`src/bfc_pkg.sv`:
```
package bfc_pkg;
   // time base
   localparam int unsigned CLK_PERIOD_NS = 40;
   localparam int unsigned MS_NS = 1_000_000;
   localparam int unsigned MS_CYC = MS_NS / CLK_PERIOD_NS;
   localparam int unsigned MEAS_SPACING_NS = 57_000;
   localparam int unsigned MEAS_CYC = MEAS_SPACING_NS / CLK_PERIOD_NS;
   localparam int unsigned MIN_MS = 60_000;
   localparam int unsigned SEC_MS = 1_000;
   // per-mode times in their own units
   localparam int unsigned SAFETY_MIN_LOW = 80;
   localparam int unsigned SAFETY_MIN_MID = 160;
   localparam int unsigned SAFETY_MIN_HIGH = 40;
   localparam int unsigned HOLDOFF_S_LOW = 150;
   localparam int unsigned HOLDOFF_S_MID = 300;
   localparam int unsigned HOLDOFF_S_HIGH = 75;
   localparam logic [23:0] SAFETY_LOW = 24'(SAFETY_MIN_LOW * MIN_MS);
   localparam logic [23:0] SAFETY_MID = 24'(SAFETY_MIN_MID * MIN_MS);
   localparam logic [23:0] SAFETY_HIGH = 24'(SAFETY_MIN_HIGH * MIN_MS);
   localparam logic [23:0] HOLDOFF_LOW = 24'(HOLDOFF_S_LOW * SEC_MS);
   localparam logic [23:0] HOLDOFF_MID = 24'(HOLDOFF_S_MID * SEC_MS);
   localparam logic [23:0] HOLDOFF_HIGH = 24'(HOLDOFF_S_HIGH * SEC_MS);
   localparam logic [23:0] TRICKLE_MS_LOW = 24'd37;
   localparam logic [23:0] TRICKLE_MS_MID = 24'd73;
   localparam logic [23:0] TRICKLE_MS_HIGH = 24'd18;
   localparam logic [23:0] SYNC_MS_LOW = 24'd18700;
   localparam logic [23:0] SYNC_MS_MID = 24'd18700;
   localparam logic [23:0] SYNC_MS_HIGH = 24'd9400;
   localparam logic [23:0] FREE_RUN_MS = 24'd17000;
   localparam logic [23:0] HALF_FLASH_MS = 24'd500;
   localparam logic [9:0] SEC_LAST = 10'd999;
   localparam logic [3:0] HIST_RESET_MS = 4'd12;
   // averaging: counts minus one; drop thresholds in 0.5 mV steps
   localparam logic [5:0] AVG_LAST_PEAK = 6'd31;
   localparam logic [5:0] AVG_LAST_NDV = 6'd15;
   localparam logic [11:0] DROP_LSB_PEAK = 12'd5;
   localparam logic [11:0] DROP_LSB_NDV = 12'd24;
   // register map (byte addresses)
   localparam logic [3:0] REG_CTRL = 4'h0;
   localparam logic [3:0] REG_STATUS = 4'h4;
   localparam logic [3:0] REG_SAMPLE = 4'h8;
   localparam int unsigned CTRL_RESTART_BIT = 0;
   localparam logic [3:0] CAUSE_DROP = 4'h1;
   localparam logic [3:0] CAUSE_CEIL = 4'h2;
   localparam logic [3:0] CAUSE_TEMP = 4'h4;
   localparam logic [3:0] CAUSE_TIME = 4'h8;

   typedef enum logic [1:0] {
      MODE_LOW = 2'b00,
      MODE_MID = 2'b01,
      MODE_HIGH = 2'b10
   } bfc_mode_t;

   typedef enum logic [1:0] {
      ST_START = 2'b00,
      ST_PEND = 2'b01,
      ST_FAST = 2'b10,
      ST_DONE = 2'b11
   } bfc_state_t;

   // comparator results from the analog front end
   typedef struct packed {
      logic ceil;      // cell at or above the voltage ceiling
      logic floor_ok;  // cell above the voltage floor
      logic hot_ok;    // thermistor above the hot-fault limit
      logic cutoff;    // thermistor at or below the temperature cutoff
      logic det_range; // cell between 1 V and 2 V
   } bfc_sense_t;
endpackage

```
`src/bfc_sequencer.sv`:
```
`timescale 1ns/1ps
`default_nettype none
// Overview of operation
// - new cycle at power-up or ceiling fall
// - start: fast if in limits, else pending
// - pending: trickle, flash, leave on limits
// - at ceiling go complete, lamp off, trickle
// - fast ends on first termination condition
// - timing within twelve percent
// - high mode: terminate on 12 mV drop
// - low/mid mode: terminate on 2.5 mV drop
// - drop tests only between 1 and 2 V
// - sample on falling edge of sync pulse
// - no sync: free-run one sample per 17 s; low/mid mode never leaves sync by timeout
// - average 32 or 16 measurements 57 us apart
// - hold input over 12 ms erases history
// - hold input suspends fast, resumes exactly
// - gate released charges, low blocks, pulsed trickles
// - three-level mode selects all options
// - hold-off disables only drop tests
// - lamp low fast, flashes pending, else off
// - trickle pulse once per second
// - safety timer on fast, none on trickle
module bfc_sequencer #(
   parameter int unsigned P_MS_CYC = bfc_pkg::MS_CYC
) (
   input wire logic i_clk_sys,
   input wire logic i_rst_b,
   input wire bfc_pkg::bfc_sense_t i_sense,
   input wire logic [11:0] i_cell_meas,
   input wire logic [1:0] i_timer_mode_select,
   input wire logic i_charge_hold_in,
   input wire logic [3:0] i_avs_address,
   input wire logic i_avs_read,
   input wire logic i_avs_write,
   input wire logic [31:0] i_avs_writedata,
   output logic [31:0] o_avs_readdata,
   output logic o_avs_waitrequest,
   output logic o_current_gate_out,
   output logic o_current_gate_out_oe,
   output logic o_status_lamp_out,
   output logic o_status_lamp_out_oe
);
   import bfc_pkg::*;
   function automatic logic [23:0] mode_pick(input bfc_mode_t m, input logic [23:0] lo,
                                             input logic [23:0] mid, input logic [23:0] hi);
      case (m)
         MODE_HIGH: mode_pick = hi;
         MODE_MID: mode_pick = mid;
         default: mode_pick = lo;
      endcase
   endfunction
   // bus slave: one wait cycle, then acknowledge
   logic wait_q, wait_d;
   logic [31:0] rdata_q, rdata_d;
   logic restart_req;
   // core state
   bfc_state_t st_q, st_d;
   bfc_mode_t mode_q, mode_d;
   logic [3:0] cause_q, cause_d;
   logic [15:0] ms_div_q, ms_div_d;
   logic [9:0] sec_ms_q, sec_ms_d;
   logic [23:0] fast_ms_q, fast_ms_d;
   logic [3:0] hold_ms_q, hold_ms_d;
   logic hold_prev_q, ceil_prev_q;
   logic [23:0] since_q, since_d;
   logic synced_q, synced_d;
   logic busy_q, busy_d;
   logic [10:0] mdiv_q, mdiv_d;
   logic [5:0] mcnt_q, mcnt_d;
   logic [16:0] acc_q, acc_d;
   logic [11:0] peak_q, peak_d, last_q, last_d;
   logic hist_q, hist_d, drop_q, drop_d;
   logic gate_oe_q, gate_oe_d, lamp_oe_q, lamp_oe_d;
   logic ms_tick, cyc_start, fast_ok, holdoff_ok, timer_end, hist_erase, trig;
   logic [16:0] sum;
   logic [11:0] avg;
   logic [23:0] sec24;
   always_comb begin
      wait_d = !((i_avs_read || i_avs_write) && wait_q);
      rdata_d = rdata_q;
      if (i_avs_read && wait_q) begin
         case (i_avs_address)
            REG_STATUS: rdata_d = {21'h0, hist_q, synced_q, i_charge_hold_in, cause_q,
                                   2'(mode_q), 2'(st_q)};
            REG_SAMPLE: rdata_d = {4'h0, peak_q, 4'h0, last_q};
            default: rdata_d = 32'h0000_0000;
         endcase
      end
   end
   assign restart_req = i_avs_write && !wait_q && (i_avs_address == REG_CTRL)
                        && i_avs_writedata[CTRL_RESTART_BIT];
   always_ff @(posedge i_clk_sys or negedge i_rst_b) begin
      if (!i_rst_b) begin
         wait_q <= 1'b1;
         rdata_q <= 32'h0000_0000;
      end else begin
         wait_q <= wait_d;
         rdata_q <= rdata_d;
      end
   end
   // single millisecond time base for every timer but the 57 us measurement spacing
   assign ms_tick = (32'(ms_div_q) == P_MS_CYC - 1);
   assign sec24 = 24'(sec_ms_q);
   assign cyc_start = (ceil_prev_q && !i_sense.ceil) || restart_req;
   assign fast_ok = i_sense.floor_ok && !i_sense.ceil && i_sense.hot_ok;
   assign holdoff_ok = fast_ms_q >= mode_pick(mode_q, HOLDOFF_LOW, HOLDOFF_MID,
                                              HOLDOFF_HIGH);
   assign timer_end = fast_ms_q >= mode_pick(mode_q, SAFETY_LOW, SAFETY_MID,
                                             SAFETY_HIGH);
   assign hist_erase = hold_ms_q > HIST_RESET_MS;
   assign sum = acc_q + 17'(i_cell_meas);
   assign avg = (mode_q == MODE_HIGH) ? sum[15:4] : sum[16:5];
   always_comb begin
      st_d = st_q;
      mode_d = mode_q;
      cause_d = cause_q;
      ms_div_d = ms_tick ? 16'h0000 : ms_div_q + 16'h0001;
      sec_ms_d = sec_ms_q;
      if (ms_tick) begin
         sec_ms_d = (sec_ms_q == SEC_LAST) ? 10'h000 : sec_ms_q + 10'h001;
      end
      fast_ms_d = fast_ms_q;
      case (st_q)
         ST_START: begin
            mode_d = i_timer_mode_select[1] ? MODE_HIGH :
                     (i_timer_mode_select[0] ? MODE_MID : MODE_LOW);
            fast_ms_d = 24'h00_0000;
            cause_d = 4'h0;
            st_d = fast_ok ? ST_FAST : ST_PEND;
         end
         ST_PEND: begin
            if (fast_ok) begin
               st_d = ST_FAST;
            end
         end
         ST_FAST: begin
            if (!i_charge_hold_in && ms_tick) begin
               fast_ms_d = fast_ms_q + 24'h00_0001;
            end
            if (i_sense.cutoff) begin
               st_d = ST_DONE;
               cause_d = CAUSE_TEMP;
            end else if (!i_charge_hold_in && timer_end) begin
               st_d = ST_DONE;
               cause_d = CAUSE_TIME;
            end else if (!i_charge_hold_in && drop_q && holdoff_ok && i_sense.det_range) begin
               st_d = ST_DONE;
               cause_d = CAUSE_DROP;
            end
         end
         ST_DONE: st_d = ST_DONE;
         default: st_d = ST_START;
      endcase
      if (i_sense.ceil) begin
         st_d = ST_DONE;
         if (st_q == ST_FAST) begin
            cause_d = CAUSE_CEIL;
         end
      end else if (cyc_start) begin
         st_d = ST_START;
      end
      // gate: open during fast unless held, otherwise one pulse per second
      if (st_q == ST_FAST && !i_charge_hold_in) begin
         gate_oe_d = 1'b0;
      end else begin
         gate_oe_d = !(sec24 < mode_pick(mode_q, TRICKLE_MS_LOW, TRICKLE_MS_MID,
                                          TRICKLE_MS_HIGH));
      end
      case (st_q)
         ST_FAST: lamp_oe_d = i_charge_hold_in ? lamp_oe_q : 1'b1;
         ST_PEND: lamp_oe_d = sec24 < HALF_FLASH_MS;
         default: lamp_oe_d = 1'b0;
      endcase
   end
   // sampling and drop detection
   always_comb begin
      hold_ms_d = hold_ms_q;
      if (!i_charge_hold_in) begin
         hold_ms_d = 4'h0;
      end else if (ms_tick && !hist_erase) begin
         hold_ms_d = hold_ms_q + 4'h1;
      end
      since_d = (ms_tick && since_q != FREE_RUN_MS) ? since_q + 24'h00_0001 : since_q;
      synced_d = synced_q;
      if (since_q >= mode_pick(mode_q, SYNC_MS_LOW, SYNC_MS_MID, SYNC_MS_HIGH)) begin
         synced_d = 1'b0;
      end
      trig = 1'b0;
      if (hold_prev_q && !i_charge_hold_in && !hist_erase) begin
         trig = 1'b1;
         synced_d = 1'b1;
      end else if (!synced_q && since_q >= FREE_RUN_MS) begin
         trig = 1'b1;
      end
      if (trig) begin
         since_d = 24'h00_0000;
      end
      busy_d = busy_q;
      mdiv_d = mdiv_q;
      mcnt_d = mcnt_q;
      acc_d = acc_q;
      peak_d = peak_q;
      last_d = last_q;
      hist_d = hist_q;
      drop_d = drop_q;
      if (!busy_q) begin
         if (trig) begin
            busy_d = 1'b1;
            mdiv_d = 11'h000;
            mcnt_d = 6'h00;
            acc_d = 17'h0_0000;
         end
      end else if (32'(mdiv_q) != MEAS_CYC - 1) begin
         mdiv_d = mdiv_q + 11'h001;
      end else begin
         mdiv_d = 11'h000;
         acc_d = sum;
         mcnt_d = mcnt_q + 6'h01;
         if (mcnt_q == ((mode_q == MODE_HIGH) ? AVG_LAST_NDV : AVG_LAST_PEAK)) begin
            busy_d = 1'b0;
            last_d = avg;
            hist_d = 1'b1;
            peak_d = (!hist_q || avg > peak_q) ? avg : peak_q;
            if (hist_q && peak_q > avg && (peak_q - avg) >=
                ((mode_q == MODE_HIGH) ? DROP_LSB_NDV : DROP_LSB_PEAK)) begin
               drop_d = 1'b1;
            end
         end
      end
      // a long hold or a new cycle starts a fresh history
      if (hist_erase || st_q == ST_START) begin
         hist_d = 1'b0;
         drop_d = 1'b0;
         synced_d = 1'b0;
      end
   end
   always_ff @(posedge i_clk_sys or negedge i_rst_b) begin
      if (!i_rst_b) begin
         st_q <= ST_START;
         mode_q <= MODE_LOW;
         cause_q <= 4'h0;
         ms_div_q <= 16'h0000;
         sec_ms_q <= 10'h000;
         fast_ms_q <= 24'h00_0000;
         hold_ms_q <= 4'h0;
         hold_prev_q <= 1'b0;
         ceil_prev_q <= 1'b0;
         since_q <= 24'h00_0000;
         synced_q <= 1'b0;
         busy_q <= 1'b0;
         mdiv_q <= 11'h000;
         mcnt_q <= 6'h00;
         acc_q <= 17'h0_0000;
         peak_q <= 12'h000;
         last_q <= 12'h000;
         hist_q <= 1'b0;
         drop_q <= 1'b0;
         gate_oe_q <= 1'b1;
         lamp_oe_q <= 1'b0;
      end else begin
         st_q <= st_d;
         mode_q <= mode_d;
         cause_q <= cause_d;
         ms_div_q <= ms_div_d;
         sec_ms_q <= sec_ms_d;
         fast_ms_q <= fast_ms_d;
         hold_ms_q <= hold_ms_d;
         hold_prev_q <= i_charge_hold_in;
         ceil_prev_q <= i_sense.ceil;
         since_q <= since_d;
         synced_q <= synced_d;
         busy_q <= busy_d;
         mdiv_q <= mdiv_d;
         mcnt_q <= mcnt_d;
         acc_q <= acc_d;
         peak_q <= peak_d;
         last_q <= last_d;
         hist_q <= hist_d;
         drop_q <= drop_d;
         gate_oe_q <= gate_oe_d;
         lamp_oe_q <= lamp_oe_d;
      end
   end
   assign o_avs_readdata = rdata_q;
   assign o_avs_waitrequest = wait_q;
   // open-drain pins only ever pull low
   assign o_current_gate_out = 1'b0;
   assign o_status_lamp_out = 1'b0;
   assign o_current_gate_out_oe = gate_oe_q;
   assign o_status_lamp_out_oe = lamp_oe_q;
endmodule
`default_nettype wire

```
`config.mk`:
```
export PLATFORM = sky130hd
export DESIGN_NAME = bfc_sequencer
export DESIGN_NICKNAME = d
export VERILOG_FILES = /design/src/bfc_pkg.sv /design/src/bfc_sequencer.sv
export SDC_FILE = /design/constraint.sdc
export NUM_CORES = 1
export LEC_CHECK = 0
export BUFFER_PORTS_ARGS = -buffer_cell sky130_fd_sc_hd__buf_4
export CAP_MARGIN = 20
export CORE_ASPECT_RATIO = 0.7
export CORE_MARGIN = 2
export CORE_UTILIZATION = 35
export DETAILED_ROUTE_END_ITERATION = 8
export SLEW_MARGIN = 30
export SYNTH_ARGS = -nofsm -noshare
export SYNTH_HDL_FRONTEND = slang
export SYNTH_SLANG_ARGS = --single-unit
```
`constraint.sdc`:
```
create_clock -name i_clk_sys -period 7.47 [get_ports i_clk_sys]
set_clock_uncertainty 0.15 [all_clocks]
set_input_delay 1.1205 -clock i_clk_sys [delete_from_list [all_inputs] [get_ports i_clk_sys]]
set_output_delay 1.1205 -clock i_clk_sys [all_outputs]
set_load 0.01 [all_outputs]
```
Word level (Yosys, flattened, before mapping)
Cells that the tools add are included.
{"block": "totals", "regBits": 185, "memories": 0, "inputBits": 60, "latch_bits": 0, "mem_bits_rw": 0, "romBits": 0}
{"block": "classes", "reduce_logical": 49, "order_cmp": 10, "muxes": 63, "n_mul": 0, "eq_ne": 19, "n_shift": 0, "n_div": 0, "bitwise": 1, "n_addsub": 9}
{"op": "24-bit 2-to-1 mux", "count": 4}
{"op": "24-bit case mux with 2 select lines", "count": 2}
{"op": "24-bit >= comparator", "count": 3}
{"op": "28-bit case mux with 2 select lines", "count": 1}
{"op": "17-bit 2-to-1 mux", "count": 3}
{"op": "24-bit by 1-bit adder with 24-bit output, second input constant", "count": 2}
{"op": "19-bit case mux with 2 select lines", "count": 1}
{"op": "11-bit 2-to-1 mux", "count": 3}
{"op": "4-bit 2-to-1 mux", "count": 7}
{"op": "24-bit by 15-bit >= comparator with 1-bit output, second input constant", "count": 1}
{"op": "12-bit > comparator", "count": 2}
{"op": "10-bit by 24-bit less-than comparator with 1-bit output", "count": 1}
{"op": "24-bit by 15-bit != test with 1-bit output, second input constant", "count": 1}
{"op": "1-bit logical AND", "count": 21}
{"op": "1-bit 2-to-1 mux", "count": 21}
{"op": "6-bit 2-to-1 mux", "count": 3}
{"op": "17-bit by 12-bit adder with 17-bit output", "count": 1}
{"op": "16-bit by 1-bit adder with 16-bit output, second input constant", "count": 1}
{"op": "16-bit by 15-bit == test with 1-bit output, second input constant", "count": 1}
{"op": "16-bit 2-to-1 mux", "count": 1}
{"op": "2-bit 2-to-1 mux", "count": 8}
{"op": "15-bit 2-to-1 mux", "count": 1}
{"op": "7-bit case mux with 2 select lines", "count": 1}
{"op": "12-bit by 5-bit >= comparator with 1-bit output", "count": 1}
{"op": "34 further kinds", "count": 60}

Logic depth before layout (Yosys ltp)
Gate-level depths: netlist of the first run.
{"block": "logic_depth", "ltp_word": 11, "depth_mapped": 22}

Worst setup path after synthesis of the first run
OpenSTA, ideal clock, no wires.
{"block": "synth_path", "path_kind": "input to register", "start": "in i_cell_meas[1]", "end": "reg peak_q[0]", "t_arrival_ns": 5.074, "path_stages": 18, "required_time_ns": 7.195, "n_path_buf": 1, "path_slack_ns": 2.121, "path_cell_list": "ha_1 -> a211o_1 -> a221o_2 -> xor2_1 -> mux2_2 -> ha_1 -> inv_1 -> fa_1 -> a21oi_1 -> a32o_1 -> o22ai_1 -> maj3_4 -> a41oi_2 -> a31oi_1 -> or2_4 -> a21oi_4 -> buf_8 -> mux2_4"}
{"block": "synth_between", "elab_chain_len": 5}
{"element": "start: declaration", "line_no": "bfc_sequencer.sv:30", "rtl": "input wire logic [11:0] i_cell_meas,"}
{"element": "17-bit by 12-bit adder with 17-bit output *", "line_no": "bfc_sequencer.sv:112", "rtl": "assign sum = acc_q + 17'(i_cell_meas);"}
{"element": "12-bit 2-to-1 mux *", "line_no": "bfc_sequencer.sv:113", "rtl": "assign avg = (mode_q == MODE_HIGH) ? sum[15:4] : sum[16:5];"}
{"element": "named net avg[0]", "line_no": "bfc_sequencer.sv:77", "rtl": "logic [11:0] avg;"}
{"element": "12-bit > comparator", "line_no": "bfc_sequencer.sv:224", "rtl": "peak_d = (!hist_q || avg > peak_q) ? avg : peak_q;"}
{"element": "1-bit logical OR", "line_no": "bfc_sequencer.sv:224"}
{"element": "4-bit AND reduction (no source line)"}
{"element": "end signal: assignment", "line_no": "bfc_sequencer.sv:277", "rtl": "peak_q <= peak_d;"}
{"element": "end: declaration", "line_no": "bfc_sequencer.sv:72", "rtl": "logic [11:0] peak_q, peak_d, last_q, last_d;"}
The timed path passes the listed nets; every way through them passes the cells marked *.
A chain may end at the register's enable or synchronous reset.

Worst setup path in the final report of the first run
{"block": "layout_path", "start": "in i_cell_meas[1]", "end": "reg peak_q[10]"}
{"block": "layout_between", "elab_chain_len": 5}
{"element": "17-bit by 12-bit adder with 17-bit output", "line_no": "bfc_sequencer.sv:112"}
{"element": "12-bit 2-to-1 mux", "line_no": "bfc_sequencer.sv:113"}
{"element": "named net avg[0]", "line_no": "bfc_sequencer.sv:77"}
{"element": "12-bit > comparator", "line_no": "bfc_sequencer.sv:224"}
{"element": "1-bit logical OR", "line_no": "bfc_sequencer.sv:224"}
{"element": "4-bit AND reduction (no source line)"}
The timed path passes the listed nets, and every way through them passes these cells.

==> results of run 1 <==
## synthesized netlist by cell type (all sizes together) (3+ instances only)
library cell / count / area [µm²]
nor2b: 15 / 93.8
o311ai: 3 / 26.3
nor3: 15 / 80.1
o21a: 6 / 45.0
and2: 10 / 62.6
or2: 8 / 52.6
o31a: 3 / 26.3
o22ai: 7 / 43.8
a211o: 3 / 26.3
nor4b: 6 / 52.6
or4: 4 / 30.0
ha: 82 / 1030
o21bai: 4 / 30.0
nand4: 21 / 131
dfrtp: 175 / 4380
o31ai: 12 / 90.1
a311oi: 3 / 26.3
mux2i: 20 / 213
mux2: 11 / 131
a2111oi: 3 / 46.3
xnor2: 37 / 324
a211oi: 5 / 37.5
a22oi: 12 / 90.1
nor4: 7 / 43.8
nor2: 114 / 428
a31oi: 8 / 80.1
o2111ai: 3 / 26.3
a21oi: 52 / 272
nand2: 156 / 586
clkbuf: 39 / 146
a21o: 12 / 90.1
o221ai: 3 / 32.5
xor2: 44 / 385
a32o: 3 / 30.0
o211ai: 3 / 27.5
nand3: 42 / 210
or3: 14 / 87.6
nand2b: 17 / 106
and3: 23 / 144
nand3b: 3 / 22.5
o21ai: 115 / 579
inv: 50 / 188
buf: 17 / 119
and4: 4 / 35.0
a21boi: 6 / 48.8
## logic make-up (layout without fill, tap and decap cells)
group / after synthesis / in the layout
other cells: 1 / 10
compound gates: 280 / 280
flops: 177 / 177
fa+ha+maj: 86 / 86
simple gates: 468 / 468
buf+inv: 106 / 144
xor+xnor: 81 / 81
mux: 31 / 31
## stage by stage
step / utilization [%] / cell area (µm²) / hold WS [ns] / power [µW] / cells
final: 40.0 / 12500 / 0.308 / 2730 / 1697
after global routing: 40.0 / 12500 / 0.341 / 2890 / 1697
after CTS: 40.0 / 12500 / 0.310 / 2760 / 1697
after detailed placement: 38.1 / 11900 / 0.300 / 1830 / 1665
after global placement: 38.0 / 11900 / 0.297 / 1810 / 1665
after floorplan: - / 11100 / 0.282 / 1630 / 1239
## worst reg2reg max path, cell delays in order (launching register included)
cell	delay, ns
dfrtp_1	0.40
ha_1	0.30
a211o_1	0.29
a221o_2	0.47
xor2_1	0.29
mux2_2	0.27
ha_1	0.15
inv_1	0.06
fa_1	0.42
a21oi_1	0.23
a32o_1	0.15
o22ai_1	0.11
maj3_4	0.37
a41oi_2	0.20
a31oi_1	0.13
or2_4	0.26
a21oi_4	0.51
mux2_1	0.38
## sequential cells by signal, summed over array words and instances (netlist names), 2 cells and up
| name | cells |
|---|---|
| fast_ms_q | 24 |
| o_avs_readdata | 24 |
| since_q | 24 |
| acc_q | 17 |
| ms_div_q | 16 |
| last_q | 12 |
| peak_q | 12 |
| mdiv_q | 11 |
| sec_ms_q | 10 |
| mcnt_q | 6 |
| cause_q | 4 |
| hold_ms_q | 4 |
| mode_q | 2 |
| st_q | 2 |
## how the worst max path moves through the flow
stage	slack, ns	to	cells after the start	start
global placement	1.36	peak_q[10]	18	i_cell_meas[1]
floorplan	2.12	peak_q[0]	18	i_cell_meas[1]
global route	1.51	peak_q[10]	18	i_cell_meas[1]
finish	1.80	peak_q[10]	18	i_cell_meas[1]
CTS	1.82	peak_q[10]	18	i_cell_meas[1]
detailed placement	1.37	peak_q[10]	18	i_cell_meas[1]
## layout by cell type (no fill, tap or decap), drive strengths merged, types with 6 or more instances in the layout
| cell type | netlist | routed |
|---|---|---|
| a21boi | 6 | 6 |
| a21o | 12 | 12 |
| a21oi | 52 | 52 |
| a22oi | 12 | 12 |
| a31oi | 8 | 8 |
| and2 | 10 | 10 |
| and3 | 23 | 23 |
| buf | 17 | 61 |
| clkbuf | 39 | 19 |
| conb | 1 | 10 |
| dfrtp | 175 | 175 |
| ha | 82 | 82 |
| inv | 50 | 54 |
| mux2 | 11 | 11 |
| mux2i | 20 | 20 |
| nand2 | 156 | 156 |
| nand2b | 17 | 17 |
| nand3 | 42 | 42 |
| nand4 | 21 | 21 |
| nor2 | 114 | 114 |
| nor2b | 15 | 15 |
| nor3 | 15 | 15 |
| nor4 | 7 | 7 |
| nor4b | 6 | 6 |
| o21a | 6 | 6 |
| o21ai | 115 | 115 |
| o22ai | 7 | 7 |
| o31ai | 12 | 12 |
| or2 | 8 | 8 |
| or3 | 14 | 14 |
| xnor2 | 37 | 37 |
| xor2 | 44 | 44 |
## power breakdown
part	leakage [µW]	internal (µW)	switching [µW]
registers	0.00230	1010	49.7
logic	0.00290	311	442
clock network	0.000284	506	407
total	0.00548	1830	898
## final cells by class
class | count | area share (%)
well taps | 420 | 4.21
repair buffers | 62 | 3.81
flip-flops and latches | 177 | 35.5
multi-input cells | 956 | 50.2
clock buffers | 18 | 3.52
inverters | 50 | 1.50
clock inverters | 14 | 1.23
## per-layer routing
layer  GRT usage (%)  wire, µm  vias up
met5               0        10        -
met4            3.72       248        2
met3            2.87       926       21
met2            23.2     10600      142
met1            23.8     13600     4234
li1                -         -     4405
==> flow_metrics.tcl, run 1 <==
set metrics [dict create \
    r2r_setup_slack_ns 2.20 \
    slew_viol_final 0 \
    status "finished clean" \
    synth_area_per_cell_um2 9.02 \
    tns_ns 0 \
    synthSimpleGateAreaFrac_pct 20.3 \
    syn2layout_area_growth_pct 12.5 \
    ctsHoldBuffers 0 \
    synthArstFlopShare_pct 100 \
    seq_area_frac_synth_pct 39.9 \
    routed_wl_um 25400 \
    cts-htree-levels 4 \
    syn_inst 1230 \
    synth.mux.area_fraction_pct 3.10 \
    post-route-min-period_ns 5.67 \
    arrival_ns 5.83 \
    yosys.area_share.xor_xnor_pct 6.39 \
    die_area_um2 33200 \
    drc_errors 0 \
    crit_path_max_fanout 12 \
    gr-usage-all-layers_pct 15.7 \
    synth_top_family_by_area "simple AND/OR/NAND/NOR gates" \
    hpwl_um 18300 \
    place_congestion 0.873 \
    setup_viol 0 \
    synth_area_um2 11100 \
    max_freq_mhz 177 \
    start_util_pct 35.5 \
    synthAdderAreaFrac_pct 9.82 \
    clk_path_buf_depth 2 \
    required_ns 7.64 \
    antenna_found_initial 1 \
    firstDrtPassIters 4 \
    min_to "ms_div_q[0]" \
    critPathTopFamily "compound AO/OA/AOI/OAI gates" \
    dp_slack_ns 1.37 \
    routedWlPerCell_um 15.0 \
    tightest_slew_ns 0.822 \
    finalCritPeriodShare_pct 75.8 \
    tritoncts "yes" \
    grt_overflow_total 0 \
    fill_cells 3108 \
    nets 1408 \
    ys.flop_type "dfrtp_1" \
    clkTransAtPathRegs_ns 0.07 \
    synth_edf_count 0 \
    r2r_start "acc_q[1]" \
    vias 8804 \
    path_common_cell "ha_1" \
    hold_class "flop to flop" \
    fin_ws_ns 1.80 \
    cts.repair.resized 0 \
    critPathKind "input pin to flop" \
    clk_latency_ns 0.44 \
    ys_warn_count 0 \
    cpPeakStageDelay_ns 0.51 \
    cp-end-kind "flop" \
    hold_depth 1 \
    die_y_um 153 \
    placeableCoreArea_um2 31200 \
    drive_gt1_share_pct 10.6 \
    synth_compound_area_share_pct 16.4 \
    worstHoldStart "ms_div_q[0]" \
    post_cts_buffers 0 \
    grt_pass1_wl_um 42600 \
    diodes 0 \
    multi_input_area_um2 6270 \
    crit_path_cell_trace "buf_4, ha_1, a211o_1, a221o_2, xor2_1, mux2_2, ha_1, inv_1, fa_1, a21oi_1, a32o_1, o22ai_1, maj3_4, a41oi_2, a31oi_1, or2_4, a21oi_4, mux2_1" \
    synth_seq_cells 177 \
    core.rowCount 54 \
    ant_nets 0 \
    startpoint_type "input pin" \
    cts-root-buf "clkbuf_16" \
    yosysUniqueCellTypes 85 \
    relSlewSlack_pct 45.2 \
    crit_slowest_cell "a21oi_4" \
    rsz0062_at_grt "false" \
    final_hold_viol_count 0 \
    drv_cap 0 \
    vdd_ir_drop_max_mv 0.149 \
    ff_latch_area_um2 4430 \
    numClockSinks 177 \
    grt_max_degree 101 \
    leakage_uw 0.00548 \
    die_w_um 217 \
    grt_pass1_vias 8266 \
    r2r-end "peak_q[10]" \
    avgViaCountPerCell 5.19 \
    rr_worst_depth 17 \
    cts_made_buffers 17 \
    power_density_nw_per_um2 218 \
    cp_num_buf_inv 2 \
    io_pins 97 \
    portBuffers 55 \
    drtIter0Drc 589 \
]
Power figures use the tool's default switching activity.
==> run 2: changes to the inputs <==
Clock period 7.47 ns to 4.55 ns, I/O delays scaled along.
==> run 2 against run 1 <==
Critical path depth unchanged. Critical endpoint unchanged. Core utilization up 2.9 points. Largest power group unchanged. First-iteration DRC count down 0.51%. Sequential power up 65%. Sequential cell count unchanged. Global-route usage up 0.63 points.
==> flow_metrics.tcl, run 2 (synthesis gave the netlist of run 1 again) <==
set metrics [dict create \
    status "finished clean" \
    total_power_uw 4830 \
    place_congestion 0.854 \
    post-route-min-period_ns 4.53 \
    layout_commonest_cell "dfrtp_1" \
    relSlewSlack_pct 52.3 \
    routedWlPerCell_um 14.9 \
    antenna_found_initial 0 \
    drv_cap 0 \
    vdd_ir_drop_max_mv 0.229 \
    critPathTopFamily "compound AO/OA/AOI/OAI gates" \
    leakage_uw 0.00595 \
    drive_gt1_share_pct 18.5 \
    required_ns 4.71 \
    die_area_um2 33200 \
    placeableCoreArea_um2 31200 \
    ant_nets 0 \
    rsz0062_at_grt "true" \
    start_util_pct 35.5 \
    avgViaCountPerCell 5.11 \
    syn2layout_area_growth_pct 20.6 \
    nets 1492 \
    path_depth 18 \
    clk_latency_ns 0.44 \
    gr-usage-all-layers_pct 16.4 \
    ctsHoldBuffers 0 \
    cts-htree-levels 4 \
    crit_slowest_cell "a221o_2" \
    cpPeakStageDelay_ns 0.46 \
    portBuffers 55 \
    finalCritPeriodShare_pct 99.5 \
    switchingPower_uw 1570 \
    layout_common_cells "dfrtp_1 (175), nand2_1 (155), buf_4 (139)" \
    drtIter0Drc 586 \
    hold_class "input pin to async pin" \
    grt_max_degree 73 \
    grt_pass1_vias 8658 \
    critPathKind "flop to flop" \
    max_freq_mhz 221 \
    cell_internal_pwr_uw 3260 \
    final_hold_viol_count 0 \
    vias 9104 \
    die_y_um 153 \
    clk_path_buf_depth 2 \
    io_pins 97 \
    tns_ns 0 \
    cp-end-kind "flop" \
    arrival_ns 4.69 \
    startpoint_type "flop" \
    setup_viol 0 \
    cp-startpoint "acc_q[1]" \
    diodes 0 \
    dp_slack_ns -0.506 \
    clkTransAtPathRegs_ns 0.07 \
    rr_worst_depth 18 \
    core.rowCount 54 \
    drc_errors 0 \
    p_comb_share_pct 32.8 \
    cts-root-buf "clkbuf_16" \
    crit_path_cell_trace "ha_4, a211o_1, a221o_2, xor2_2, mux2_4, ha_4, inv_4, fa_2, a21oi_2, a32o_1, o22ai_2, maj3_4, a41oi_2, a31oi_1, or2_4, a21oi_4, buf_12, mux2_4" \
    power_density_nw_per_um2 361 \
    hpwl_um 19500 \
    grt_overflow_total 0 \
    routed_wl_um 26500 \
    p_seq_share_pct 36.2 \
    final_cells 1780 \
    cp_num_buf_inv 2 \
    numClockSinks 177 \
    tritoncts "yes" \
    dp_cells 1740 \
    power_frac_clock_pct 31.1 \
    firstDrtPassIters 5 \
    tightest_slew_ns 0.713 \
    cts_made_buffers 17 \
    fin_ws_ns 0.0248 \
    slew_viol_final 0 \
    r2r_start "acc_q[1]" \
    switching_share_pct 32.4 \
    crit_path_max_fanout 5 \
    final_util_pct 42.9 \
    die_w_um 217 \
    grt_pass1_wl_um 44400 \
]
## run 2: changes by cell type in the layout (fill, tap and decap cells not counted), moves of 3 or more
cell / delta
a21oi_1: -4
a21oi_2: +4
buf_4: +79
ha_1: -8
ha_4: +6
mux2_4: +3
o21ai_0: -4
o21ai_1: +4
## run 2: path summary, 6_finish.rpt
kind	endpoint	slack, ns
min in group i_clk_sys	o_avs_waitrequest	0.26
worst max-delay path	peak_q[10]	0.02
worst max register to register	peak_q[10]	0.02
worst min register to register	st_q[0]	0.32
max in group asynchronous	mdiv_q[6]	3.17
worst min-delay path	ms_div_q[8]	0.09
## run 2: cell type report
cell class,instances,area [µm²]
Fill cell,3042,17800
Multi-Input combinational cell,956,6490
Sequential cell,177,4430
Timing Repair Buffer,146,1150
Tap cell,420,526
Clock buffer,20,467
Inverter,50,190
Clock inverter,11,128
## run 2: stage by stage
step | instance area (µm²) | hold slack (ns)
after floorplan | 11200 | 0.237
after global placement | 12600 | 0.297
after detailed placement | 12600 | 0.304
after CTS | 13200 | 0.0979
after global routing | 13400 | 0.116
final | 13400 | 0.0884
## run 2: what timing repair did
item / in CTS / in global routing
endpoints found under the setup margin: 2 / 13
gates resized for setup: 3 / 33
gates cloned: 0 / 0
pin swaps: 1 / 17
buffers inserted: 1 / 7
## run 2: worst reg2reg max path, delay by kind of cell (launching register included)
kind	cells	cell delay (ns)
and+or+nand+nor	1	0.25
adders and majority gates	4	1.09
DFF	1	0.42
AOI/OAI and AO/OA	8	1.67
muxes	2	0.47
xor gates and xnor gates	1	0.17
buffers and inverters	2	0.17
## run 2: power groups by stage
stage | Sequential (µW) | Combinational, µW | Clock (µW)
floorplan | 1760 | 946 | 0
global placement | 1770 | 1440 | 0
detailed placement | 1770 | 1460 | 0
CTS | 1740 | 1490 | 1550
global route | 1760 | 1760 | 1630
finish | 1750 | 1580 | 1500
## run 2: routing by layer
metal / vias up / global-route usage [%] / share of wire [%]
met1: 4375 / 25.0 / 53
met3: 21 / 3.30 / 4.0
met2: 143 / 24.1 / 42
li1: 4565 / - / -
met4: 0 / 2.77 / 0.83
met5: - / 0 / 0
